--- src/inc/ipr_pkg.sv ---
// package for the interrupt priority register bank 15..20
package ipr_pkg;
    // register byte addresses on apb
    localparam logic [7:0] IPR_OFF_15 = 8'h00;
    localparam logic [7:0] IPR_OFF_16 = 8'h04;
    localparam logic [7:0] IPR_OFF_17 = 8'h08;
    localparam logic [7:0] IPR_OFF_18 = 8'h0c;
    localparam logic [7:0] IPR_OFF_19 = 8'h10;
    localparam logic [7:0] IPR_OFF_20 = 8'h14;
    localparam int IPR_NUM_FIELDS = 17;
    localparam int IPR_FIELD_W = 3;
    // field lsb positions within a 16-bit register
    localparam int IPR_POS_HI = 12;
    localparam int IPR_POS_MH = 8;
    localparam int IPR_POS_ML = 4;
    localparam int IPR_POS_LO = 0;
    // reset code: top bit set, level four
    localparam logic [2:0] IPR_FIELD_RESET = 3'h4;
    localparam logic [2:0] IPR_CODE_OFF = 3'h0;
    localparam logic [2:0] IPR_CODE_MAX = 3'h7;
    // one-cycle apb answer, no wait states
    localparam int IPR_WAIT_CYCLES = 0;

    typedef struct packed {
        logic [2:0] multi_cc1_priority;
        logic [2:0] calendar_clock_priority;
        logic [2:0] dma_ch5_priority;
        logic [2:0] serial3_receive_priority;
        logic [2:0] crc_error_priority;
        logic [2:0] uart2_error_priority;
        logic [2:0] uart1_error_priority;
        logic [2:0] single_cc2_priority;
        logic [2:0] i2c3_master_priority;
        logic [2:0] i2c3_slave_priority;
        logic [2:0] single_cc7_priority;
        logic [2:0] voltage_detect_priority;
        logic [2:0] dac_priority;
        logic [2:0] charge_time_priority;
        logic [2:0] uart3_transmit_priority;
        logic [2:0] uart3_receive_priority;
        logic [2:0] uart3_error_priority;
    } ipr_levels_t;

    typedef struct packed {
        logic [16:0] enable;
    } ipr_enables_t;
endpackage

--- src/rtl/ipr_field.sv ---
// one 3-bit priority field with its decoded level
`timescale 1ns/10ps
module ipr_field
    import ipr_pkg::*;
(
    input wire logic core_clk,
    input wire logic rst_b,
    input wire logic wr_en,
    input wire logic [2:0] wr_code,
    output logic [2:0] code,
    output logic [2:0] level,
    output logic enable
);
    logic [2:0] next_level;
    logic next_enable;

    // code maps straight to level: 7 highest, 1 lowest, 0 off
    assign next_level = code;
    assign next_enable = (code != IPR_CODE_OFF);

    always_ff @(posedge core_clk or negedge rst_b) begin
        if (!rst_b) begin
            code <= IPR_FIELD_RESET;
        end else if (wr_en) begin
            code <= wr_code;
        end
    end

    // registered so the bank outputs come from flip-flops
    always_ff @(posedge core_clk or negedge rst_b) begin
        if (!rst_b) begin
            level <= IPR_FIELD_RESET;
            enable <= 1'b1;
        end else begin
            level <= next_level;
            enable <= next_enable;
        end
    end
endmodule // ipr_field

--- src/rtl/ipr_bank.sv ---
// apb register bank holding interrupt priority registers 15..20
//
// Design decisions made here: the APB slave port and the address map.
`timescale 1ns/10ps
module ipr_bank
    import ipr_pkg::*;
(
    input wire logic core_clk,
    input wire logic rst_b,
    input wire logic psel,
    input wire logic penable,
    input wire logic pwrite,
    input wire logic [7:0] paddr,
    input wire logic [31:0] pwdata,
    input wire logic [3:0] pstrb,
    output logic [31:0] prdata,
    output logic pready,
    output logic pslverr,
    output ipr_levels_t levels,
    output ipr_enables_t enables
);
    // field index order: fixed by table below
    localparam int NF = IPR_NUM_FIELDS;

    logic sel_15;
    logic sel_16;
    logic sel_17;
    logic sel_18;
    logic sel_19;
    logic sel_20;
    logic hit;
    logic wr_acc;
    logic rd_acc;
    logic setup;
    logic [15:0] wdata16;
    logic [1:0] lane_ok;
    logic [NF-1:0] fld_wr;
    logic [NF*3-1:0] fld_wdata;
    logic [NF*3-1:0] fld_code;
    logic [NF*3-1:0] fld_level;
    logic [NF-1:0] fld_en;
    logic [15:0] rd_15;
    logic [15:0] rd_16;
    logic [15:0] rd_17;
    logic [15:0] rd_18;
    logic [15:0] rd_19;
    logic [15:0] rd_20;
    logic [15:0] rd_mux;
    logic [31:0] next_prdata;
    logic next_pready;
    logic next_pslverr;

    // address decode
    assign sel_15 = (paddr == IPR_OFF_15);
    assign sel_16 = (paddr == IPR_OFF_16);
    assign sel_17 = (paddr == IPR_OFF_17);
    assign sel_18 = (paddr == IPR_OFF_18);
    assign sel_19 = (paddr == IPR_OFF_19);
    assign sel_20 = (paddr == IPR_OFF_20);
    assign hit = sel_15 | sel_16 | sel_17 | sel_18 | sel_19 | sel_20;
    // setup cycle only: answer comes one edge later in the access phase
    assign setup = psel & ~penable;
    assign wr_acc = psel & penable & pready & pwrite & hit;
    assign rd_acc = setup & ~pwrite;
    assign wdata16 = pwdata[15:0];
    assign lane_ok = pstrb[1:0];

    // per-field write strobes; byte lane 1 covers high fields, lane 0 low
    assign fld_wr[0] = wr_acc & sel_15 & lane_ok[1];
    assign fld_wr[1] = wr_acc & sel_15 & lane_ok[1];
    assign fld_wr[2] = wr_acc & sel_15 & lane_ok[0];
    assign fld_wr[3] = wr_acc & sel_15 & lane_ok[0];
    assign fld_wr[4] = wr_acc & sel_16 & lane_ok[1];
    assign fld_wr[5] = wr_acc & sel_16 & lane_ok[1];
    assign fld_wr[6] = wr_acc & sel_16 & lane_ok[0];
    assign fld_wr[7] = wr_acc & sel_16 & lane_ok[0];
    assign fld_wr[8] = wr_acc & sel_17 & lane_ok[1];
    assign fld_wr[9] = wr_acc & sel_17 & lane_ok[1];
    assign fld_wr[10] = wr_acc & sel_18 & lane_ok[0];
    assign fld_wr[11] = wr_acc & sel_18 & lane_ok[0];
    assign fld_wr[12] = wr_acc & sel_19 & lane_ok[1];
    assign fld_wr[13] = wr_acc & sel_19 & lane_ok[0];
    assign fld_wr[14] = wr_acc & sel_20 & lane_ok[1];
    assign fld_wr[15] = wr_acc & sel_20 & lane_ok[1];
    assign fld_wr[16] = wr_acc & sel_20 & lane_ok[0];

    // only field bits are taken from the write data
    assign fld_wdata[2:0] = wdata16[IPR_POS_HI +: IPR_FIELD_W];
    assign fld_wdata[5:3] = wdata16[IPR_POS_MH +: IPR_FIELD_W];
    assign fld_wdata[8:6] = wdata16[IPR_POS_ML +: IPR_FIELD_W];
    assign fld_wdata[11:9] = wdata16[IPR_POS_LO +: IPR_FIELD_W];
    assign fld_wdata[14:12] = wdata16[IPR_POS_HI +: IPR_FIELD_W];
    assign fld_wdata[17:15] = wdata16[IPR_POS_MH +: IPR_FIELD_W];
    assign fld_wdata[20:18] = wdata16[IPR_POS_ML +: IPR_FIELD_W];
    assign fld_wdata[23:21] = wdata16[IPR_POS_LO +: IPR_FIELD_W];
    assign fld_wdata[26:24] = wdata16[IPR_POS_HI +: IPR_FIELD_W];
    assign fld_wdata[29:27] = wdata16[IPR_POS_MH +: IPR_FIELD_W];
    assign fld_wdata[32:30] = wdata16[IPR_POS_ML +: IPR_FIELD_W];
    assign fld_wdata[35:33] = wdata16[IPR_POS_LO +: IPR_FIELD_W];
    assign fld_wdata[38:36] = wdata16[IPR_POS_MH +: IPR_FIELD_W];
    assign fld_wdata[41:39] = wdata16[IPR_POS_ML +: IPR_FIELD_W];
    assign fld_wdata[44:42] = wdata16[IPR_POS_HI +: IPR_FIELD_W];
    assign fld_wdata[47:45] = wdata16[IPR_POS_MH +: IPR_FIELD_W];
    assign fld_wdata[50:48] = wdata16[IPR_POS_ML +: IPR_FIELD_W];

    genvar gi;
    generate
        for (gi = 0; gi < NF; gi++) begin : g_field
            ipr_field u_field (
                .core_clk(core_clk),
                .rst_b(rst_b),
                .wr_en(fld_wr[gi]),
                .wr_code(fld_wdata[gi*3 +: 3]),
                .code(fld_code[gi*3 +: 3]),
                .level(fld_level[gi*3 +: 3]),
                .enable(fld_en[gi])
            );
        end
    endgenerate

    // read images; gaps and nibble top bits are tied low
    assign rd_15 = {1'b0, fld_code[2:0], 1'b0, fld_code[5:3],
                    1'b0, fld_code[8:6], 1'b0, fld_code[11:9]};
    assign rd_16 = {1'b0, fld_code[14:12], 1'b0, fld_code[17:15],
                    1'b0, fld_code[20:18], 1'b0, fld_code[23:21]};
    assign rd_17 = {1'b0, fld_code[26:24], 1'b0, fld_code[29:27], 8'h00};
    assign rd_18 = {9'h000, fld_code[32:30], 1'b0, fld_code[35:33]};
    assign rd_19 = {5'h00, fld_code[38:36], 1'b0, fld_code[41:39], 4'h0};
    assign rd_20 = {1'b0, fld_code[44:42], 1'b0, fld_code[47:45],
                    1'b0, fld_code[50:48], 4'h0};

    assign rd_mux = sel_15 ? rd_15 :
                    sel_16 ? rd_16 :
                    sel_17 ? rd_17 :
                    sel_18 ? rd_18 :
                    sel_19 ? rd_19 :
                    sel_20 ? rd_20 : 16'h0000;

    // upper half of the word always reads zero
    assign next_prdata = rd_acc ? {16'h0000, rd_mux} : 32'h0000_0000;
    // pready pulses once per transfer, in the first access cycle
    assign next_pready = setup;
    assign next_pslverr = setup & ~hit;

    always_ff @(posedge core_clk or negedge rst_b) begin
        if (!rst_b) begin
            prdata <= 32'h0000_0000;
            pready <= 1'b0;
            pslverr <= 1'b0;
        end else begin
            prdata <= next_prdata;
            pready <= next_pready;
            pslverr <= next_pslverr;
        end
    end

    // decoded levels and enables toward the arbitration logic
    // field index 0 sits in the struct msbs, so the order is reversed here
    assign levels = ipr_levels_t'({fld_level[2:0],
                                   fld_level[5:3],
                                   fld_level[8:6],
                                   fld_level[11:9],
                                   fld_level[14:12],
                                   fld_level[17:15],
                                   fld_level[20:18],
                                   fld_level[23:21],
                                   fld_level[26:24],
                                   fld_level[29:27],
                                   fld_level[32:30],
                                   fld_level[35:33],
                                   fld_level[38:36],
                                   fld_level[41:39],
                                   fld_level[44:42],
                                   fld_level[47:45],
                                   fld_level[50:48]});
    assign enables.enable = fld_en;
endmodule // ipr_bank

--- config.mk ---
export PLATFORM = sky130hd
export DESIGN_NAME = ipr_bank
export DESIGN_NICKNAME = d
export VERILOG_FILES = /design/src/inc/ipr_pkg.sv /design/src/rtl/ipr_field.sv /design/src/rtl/ipr_bank.sv
export SDC_FILE = /design/constraint.sdc
export NUM_CORES = 1
export LEC_CHECK = 0
export BUFFER_PORTS_ARGS = -buffer_cell sky130_fd_sc_hd__buf_2
export CAP_MARGIN = 20
export CORE_MARGIN = 2
export CORE_UTILIZATION = 52
export CTS_CLUSTER_DIAMETER = 80
export DETAILED_ROUTE_END_ITERATION = 8
export HOLD_SLACK_MARGIN = 0.15
export PLACE_DENSITY = 0.8
export SYNTH_ARGS = -nofsm -noshare
export SYNTH_HDL_FRONTEND = slang
export SYNTH_SLANG_ARGS = --single-unit
--- constraint.sdc ---
create_clock -name core_clk -period 1.91 [get_ports core_clk]
set_input_delay 0.2865 -clock core_clk [delete_from_list [all_inputs] [get_ports core_clk]]
set_output_delay 0.2865 -clock core_clk [all_outputs]
set_load 0.005 [all_outputs]
After elaboration in Yosys (flattened, before gate mapping)
Index checks and enable logic that the tools add are counted.
{"block": "classes", "n_eq_ne": 5, "muxes": 7, "bitwise": 31, "reduce_logical": 18}
{"cell": "2-to-1 mux 15 bit", "n": 7}
{"cell": "nonzero test 3 bit", "n": 17}
{"cell": "bitwise AND 1 bit", "n": 23}
{"cell": "== test 8 x 4 -> 1 bit, second input constant", "n": 2}
{"cell": "== test 8 x 5 -> 1 bit, second input constant", "n": 2}
{"cell": "== test 8 x 3 -> 1 bit, second input constant", "n": 1}
{"cell": "zero test 8 bit", "n": 1}
{"cell": "OR 1 bit", "n": 5}
{"cell": "NOT 1 bit", "n": 3}
{"block": "word_totals", "register_bits": 136, "inputBits": 49, "out_inout_bits": 102, "elab_cells": 115}

Longest topological paths before layout
{"block": "depth", "ltp_word": 9, "mapped_depth": 5, "depth_no_buf": 3}

Modules after synthesis
From an unflattened synthesis, not the netlist that was laid out.
{"block": "unflattened", "hier_cells": 334, "hier_area_um2": 4981.0}
{"mod": "ipr_field", "n_inst": 17, "cells_each": 11, "area_per_inst_um2": 219.0, "seq_area_each_um2": 178.9}
{"mod": "ipr_bank", "n_inst": 1, "cells_each": 147, "area_per_inst_um2": 1258.7, "seq_area_each_um2": 350.3}

Worst setup path before layout
No wires, ideal clock.
{"block": "synth_path", "kind": "input to register", "from": "input paddr[4]", "to": "register g_field[0].u_field.code[0]", "setup_ns": 0.125, "arrival_time_ns": 1.825, "slack_ns": -0.040, "cell_stages": 4, "n_path_buf": 1, "path_cell_list": "or4_4 -> or4b_1 -> buf_6 -> mux2_4"}
{"block": "synth_between", "elab_chain_cells": 9, "elab_cells_between_ends": 14, "cone_classes": "eq/ne (5); bitwise (8); reduce/logical (1)"}
{"element": "start, declared", "line": "ipr_bank.sv:13", "text": "input wire logic [7:0] paddr,"}
{"element": "== test 8 x 3 -> 1 bit / zero test 8 bit (equally long branches)", "line": "ipr_bank.sv:55, ipr_bank.sv:54"}
{"element": "OR 1 bit (5 in a row)", "line": "ipr_bank.sv:60", "text": "assign hit = sel_15 | sel_16 | sel_17 | sel_18 | sel_19 | sel_20;"}
{"element": "bitwise AND 1 bit", "line": "ipr_bank.sv:63", "text": "assign wr_acc = psel & penable & pready & pwrite & hit;"}
{"element": "bitwise AND 1 bit * (2 in a row)", "line": "ipr_bank.sv:69", "text": "assign fld_wr[0] = wr_acc & sel_15 & lane_ok[1];"}
{"element": "end signal, assigned", "line": "ipr_field.sv:25", "text": "code <= wr_code;"}
{"element": "end, declared", "line": "ipr_field.sv:10", "text": "output logic [2:0] code,"}
Mark *: on every way between the ends. The rest lies on a longest branch, timed or not.
A chain may end at the register's enable or synchronous reset.

Final worst setup path
{"block": "layout_path", "from": "input penable", "to": "register prdata[13]"}
{"block": "layout_between", "elab_chain_cells": 4}
{"element": "start, declared", "line": "ipr_bank.sv:11", "text": "input wire logic penable,"}
{"element": "NOT 1 bit", "line": "ipr_bank.sv:62", "text": "assign setup = psel & ~penable;"}
{"element": "bitwise AND 1 bit", "line": "ipr_bank.sv:62"}
{"element": "bitwise AND 1 bit", "line": "ipr_bank.sv:64", "text": "assign rd_acc = setup & ~pwrite;"}
{"element": "2-to-1 mux 15 bit", "line": "ipr_bank.sv:140", "text": "assign next_prdata = rd_acc ? {16'h0000, rd_mux} : 32'h0000_0000;"}
{"element": "via next_prdata[13]", "line": "ipr_bank.sv:49", "text": "logic [31:0] next_prdata;"}
{"element": "end signal, assigned", "line": "ipr_bank.sv:151", "text": "prdata <= next_prdata;"}
{"element": "end, declared", "line": "ipr_bank.sv:16", "text": "output logic [31:0] prdata,"}
The timed path passes the listed nets, and every way through them passes these cells.

==> impl.org <==
** Logic synthesis
- Distinct cell type count of the synthesized netlist :: 41
- Yosys printed 0 warnings.
- Syn Inst Count :: 344
- Of the post-synthesis cell area, the dominant cell type holds 0.391.
- In this run the cell area of the synthesized design comes to ~5200 sq um.
- Sequential area share after synthesis :: 0.647
- The synthesized design contains 133 register bits.
- Synthesized-area fraction occupied by xor and xnor cells :: 0
- Most common library cells after synthesis :: 82 x sky130_fd_sc_hd__dfrtp_1, 51 x sky130_fd_sc_hd__dfstp_2, 42 x sky130_fd_sc_hd__mux2_2, 38 x sky130_fd_sc_hd__buf_4, 21 x sky130_fd_sc_hd__or3_1
- By area, the combinational part of the netlist is dominated by multiplexers.
- Counting flops with a built-in enable in the synthesized netlist gives 0.
- Among all cell types in the netlist, the one instantiated most often is sky130_fd_sc_hd__dfrtp_1.
- Dominant cell type by area after synthesis :: sky130_fd_sc_hd__dfrtp_1
- Cells taking the most area after synthesis :: sky130_fd_sc_hd__dfrtp_1 39%, sky130_fd_sc_hd__dfstp_2 26%, sky130_fd_sc_hd__mux2_2 9.0%
- Of the total synthesized cell area, the portion taken by AND, OR, NAND and NOR gates is 0.101.
- Synth Area per Inst :: 15.2 sq um
- In the synthesized netlist the dominant register cell turns out to be sky130_fd_sc_hd__dfrtp_1.
- Fraction of synthesis flops using an asynchronous set or reset pin :: 1.00
- Compound-cell area share of the yosys netlist :: 0.0315
- Of the total synthesized cell area, the portion taken by full adders, half adders and majority gates is 0.
- Multiplexer fraction of the synthesized cell area :: 0.153

** Die
- The die covers 10900 sq um.
- Effective utilization at floorplan :: 0.537
- In this run the horizontal extent of the chip is 104 microns.
- IO Count :: 151
- The total area inside the core boundary comes to 9770 sq um.
- Cell Rows :: 36
- The die is 104 microns tall.

** Drt
- In the final routed layout, each cell accounts on average for 16.8 microns.
- Before antenna repair, the detailed router went through 4 iterations.
- Once detail routing completed, the nets flagged for antenna violations numbered 0.
- For this run, design rule violations remaining after detail routing come to 0.
- The detailed router finished its first iteration with 156 violations.
- Vias per std cell :: 5.09
- The detailed router placed 3227 vias in this run.
- WL final :: 10700 microns

** Pwr
- The internal power of the cells totals between 0.004 and 0.005 W.
- The analysis attributes to cell leakage a power of 3.44 nW.
- In this run the power density over the cells is 927 nW/um^2.
- The worst-case IR drop observed on VDD is 0.000707 V.
- Relative contribution of the clock network to total power :: 0.499
- Share of total power in combinational logic :: 0.041
- Switching Power :: 0.00131 W
- The completed layout was analyzed and its total power is 0.00618 W.
- Of the total power, the share spent switching nets is 0.213.
- Sequential Power Share :: 0.460

** Timing
- Setup repair after global routing left no endpoint under its margin.
- Based on the critical path, the design can be clocked at up to 540 MHz.
- Max-slew violation count :: 0
- The clock arrives with 0.00341 ns of skew.
- Least-Margin Pin Slew :: approximately 0.49 ns
- Sum Neg Setup Slack :: 0 ns
- On the final layout, the worst hold slack is 0.200 ns.
- Final setup violating endpoints :: 0
- In this run the tightest slew margin relative to its limit is 0.669.
- Ratio of final minimum period to clock period :: 0.969
- For the finished layout, the period the worst path requires is 1.85 ns.
- The final hold violation count is 0.

** Critical path
- In this run the critical register-to-register path is launched from pready.
- Reg2reg setup slack :: 0.20 ns
- For the worst flop-to-flop path, the logic depth is 5.
- STA classifies the critical path startpoint as an input pin.
- Required time at the endpoint of the critical path :: 2.36 ns
- In this run the critical register-to-register path is captured at g_field[15].u_field.code[1].
- In this run the worst path has a maximum fanout of 6.
- For the worst setup path, the data arrival time is 2.30 ns.
- Critical Path End Type :: flip-flop
- Path type of the worst setup path :: input pin to flip-flop

** Run
- Number of max-capacitance violations reported :: 0

** CTS
- CTS placed an instance of sky130_fd_sc_hd__clkbuf_8 at the clock tree root.
- Clock sink count :: 133
- After clock tree synthesis, the clock-pin slew on the worst setup and hold paths is 0.06 ns.
- Cts bufs inserted :: 17
- Count of H-tree levels built during CTS :: 4
- Number of buffers inserted by post-CTS setup repair :: 0
- Clock tree from TritonCTS :: done
- Clock Path Buffers :: 2
- Latest clock arrival within the worst-skew pair :: 0.52 ns

** Global routing
- Pin count of the biggest net entering global routing :: 53
- Via count of the first global-routing pass :: 3448
- The number of antenna violations at the first check in global routing came to 0.
- For this run the aggregate overflow at the end of global routing stands at 0.
- Overall Global Routing Usage :: 0.211
- The first global-routing pass estimated 17500 microns of wire.

** Worst hold path
- In this run the most critical hold path is launched from psel.
- The worst hold path belongs to the class input pin to flip-flop.
- Worst hold endpoint :: pslverr
- Worst Hold Depth :: 3

** Placement
- The HPWL after detailed placement is 7620 microns.
- Count of input and output buffers :: 108
- Routability-driven placement finished with a final weighted congestion of ~0.84.
- Cell count after placement :: 584

** Layout
- Relative to the synthesized area, the layout overhead comes to 27.1%.
- Of the cells placed in the final design, the portion with a size suffix greater than 1 is 0.571.
- Number of fill cells in the layout :: 679
- Layout net count :: 535
- The count of cells in the finished layout, fillers not included, comes to between 600 and 700.

** Outcome
- The flow ran to the end, and the final reports show no timing, DRC or antenna violations.
[what timing repair did]
item / CTS / global route
gates resized for setup: 0 / 0
hold endpoints to repair: 115 / 0
hold buffers: 16 / 0
endpoints found under the setup margin: 0 / 0
[cell type report]
class | instances | area (sq um) | area share
Clock buffer | 21 | 449 | 0.0674
Clock inverter | 11 | 126 | 0.0190
Antenna cell | 2 | 5.00 | 0.000751
Multi-Input combinational cell | 180 | 1580 | 0.236
Inverter | 1 | 3.75 | 0.000563
Tap cell | 133 | 166 | 0.0250
Timing Repair Buffer | 153 | 946 | 0.142
Sequential cell | 133 | 3390 | 0.509
[per-layer routing]
layer | vias to the layer above | share of wire | track usage
met2 | 109 | 0.50 | 0.341
li1 | 1484 | - | -
met5 | - | 0 | 0
met3 | 25 | 0.049 | 0.0589
met1 | 1609 | 0.42 | 0.262
met4 | 0 | 0.024 | 0.102
[per-stage QoR]
stage                     area, sq um  setup slack, ns  utilization
after floorplan                  5320          -0.0401            -
after global placement           5920           -0.158        0.606
after detailed placement         5920           -0.186        0.606
after CTS                        6660           0.0958        0.681
after global routing             6660          0.00661        0.681
final                            6660           0.0591        0.682
[sequential cells by signal, indices dropped and copies added, names as in the netlist]
name,cells
prdata,12
pslverr,1
g_field.u_field.level,51
g_field.u_field.code,51
pready,1
g_field.u_field.enable,17
[cells in the final DEF (no fill, tap or decap), types with 4 or more instances in the layout]
| master | netlist | layout |
|---|---|---|
| sky130_fd_sc_hd__buf_2 | 3 | 107 |
| sky130_fd_sc_hd__buf_4 | 38 | 28 |
| sky130_fd_sc_hd__clkbuf_16 | 0 | 16 |
| sky130_fd_sc_hd__clkinvlp_4 | 0 | 4 |
| sky130_fd_sc_hd__conb_1 | 1 | 20 |
| sky130_fd_sc_hd__dfrtp_1 | 82 | 82 |
| sky130_fd_sc_hd__dfstp_2 | 51 | 51 |
| sky130_fd_sc_hd__dlygate4sd3_1 | 0 | 16 |
| sky130_fd_sc_hd__mux2_2 | 42 | 42 |
| sky130_fd_sc_hd__mux2_4 | 12 | 12 |
| sky130_fd_sc_hd__mux2i_1 | 15 | 15 |
| sky130_fd_sc_hd__nand2_1 | 7 | 7 |
| sky130_fd_sc_hd__nand4_1 | 4 | 4 |
| sky130_fd_sc_hd__nor2_1 | 6 | 6 |
| sky130_fd_sc_hd__nor2b_1 | 5 | 5 |
| sky130_fd_sc_hd__nor4_1 | 6 | 6 |
| sky130_fd_sc_hd__or3_1 | 21 | 21 |
[power groups by stage]
stage	clock network (W)	logic (W)	registers, W
after detailed placement	0	0.000227	0.00289
final	0.00308	0.000251	0.00284
after global routing	0.00326	0.000278	0.00284
after CTS	0.00315	0.000253	0.00284
after global placement	0	0.000219	0.00289
after floorplan	0	0.000108	0.00289
[how the worst max path moves through the flow]
stage / from / depth (start not counted) / endpoint
after floorplan: paddr[4] / 4 / g_field[0].u_field.code[0]
after global placement: paddr[4] / 5 / g_field[1].u_field.code[1]
after detailed placement: paddr[4] / 7 / g_field[12].u_field.code[1]
after CTS: penable / 6 / prdata[13]
after global routing: penable / 6 / prdata[12]
final: penable / 6 / prdata[13]
[worst max-delay path, stage by stage]
cell                            delay (ns)
sky130_fd_sc_hd__dlygate4sd3_1        0.56
sky130_fd_sc_hd__buf_2                0.16
sky130_fd_sc_hd__or4b_2               0.69
sky130_fd_sc_hd__buf_4                0.17
sky130_fd_sc_hd__nor4_1               0.26
sky130_fd_sc_hd__a311o_1              0.18
[cell families after synthesis]
kind of cell / after synthesis
flops: 133
buf+inv: 50
other cells: 1
mux: 69
compound gates: 19
simple gates: 72
No activity file was read; power rests on OpenSTA's default activity.
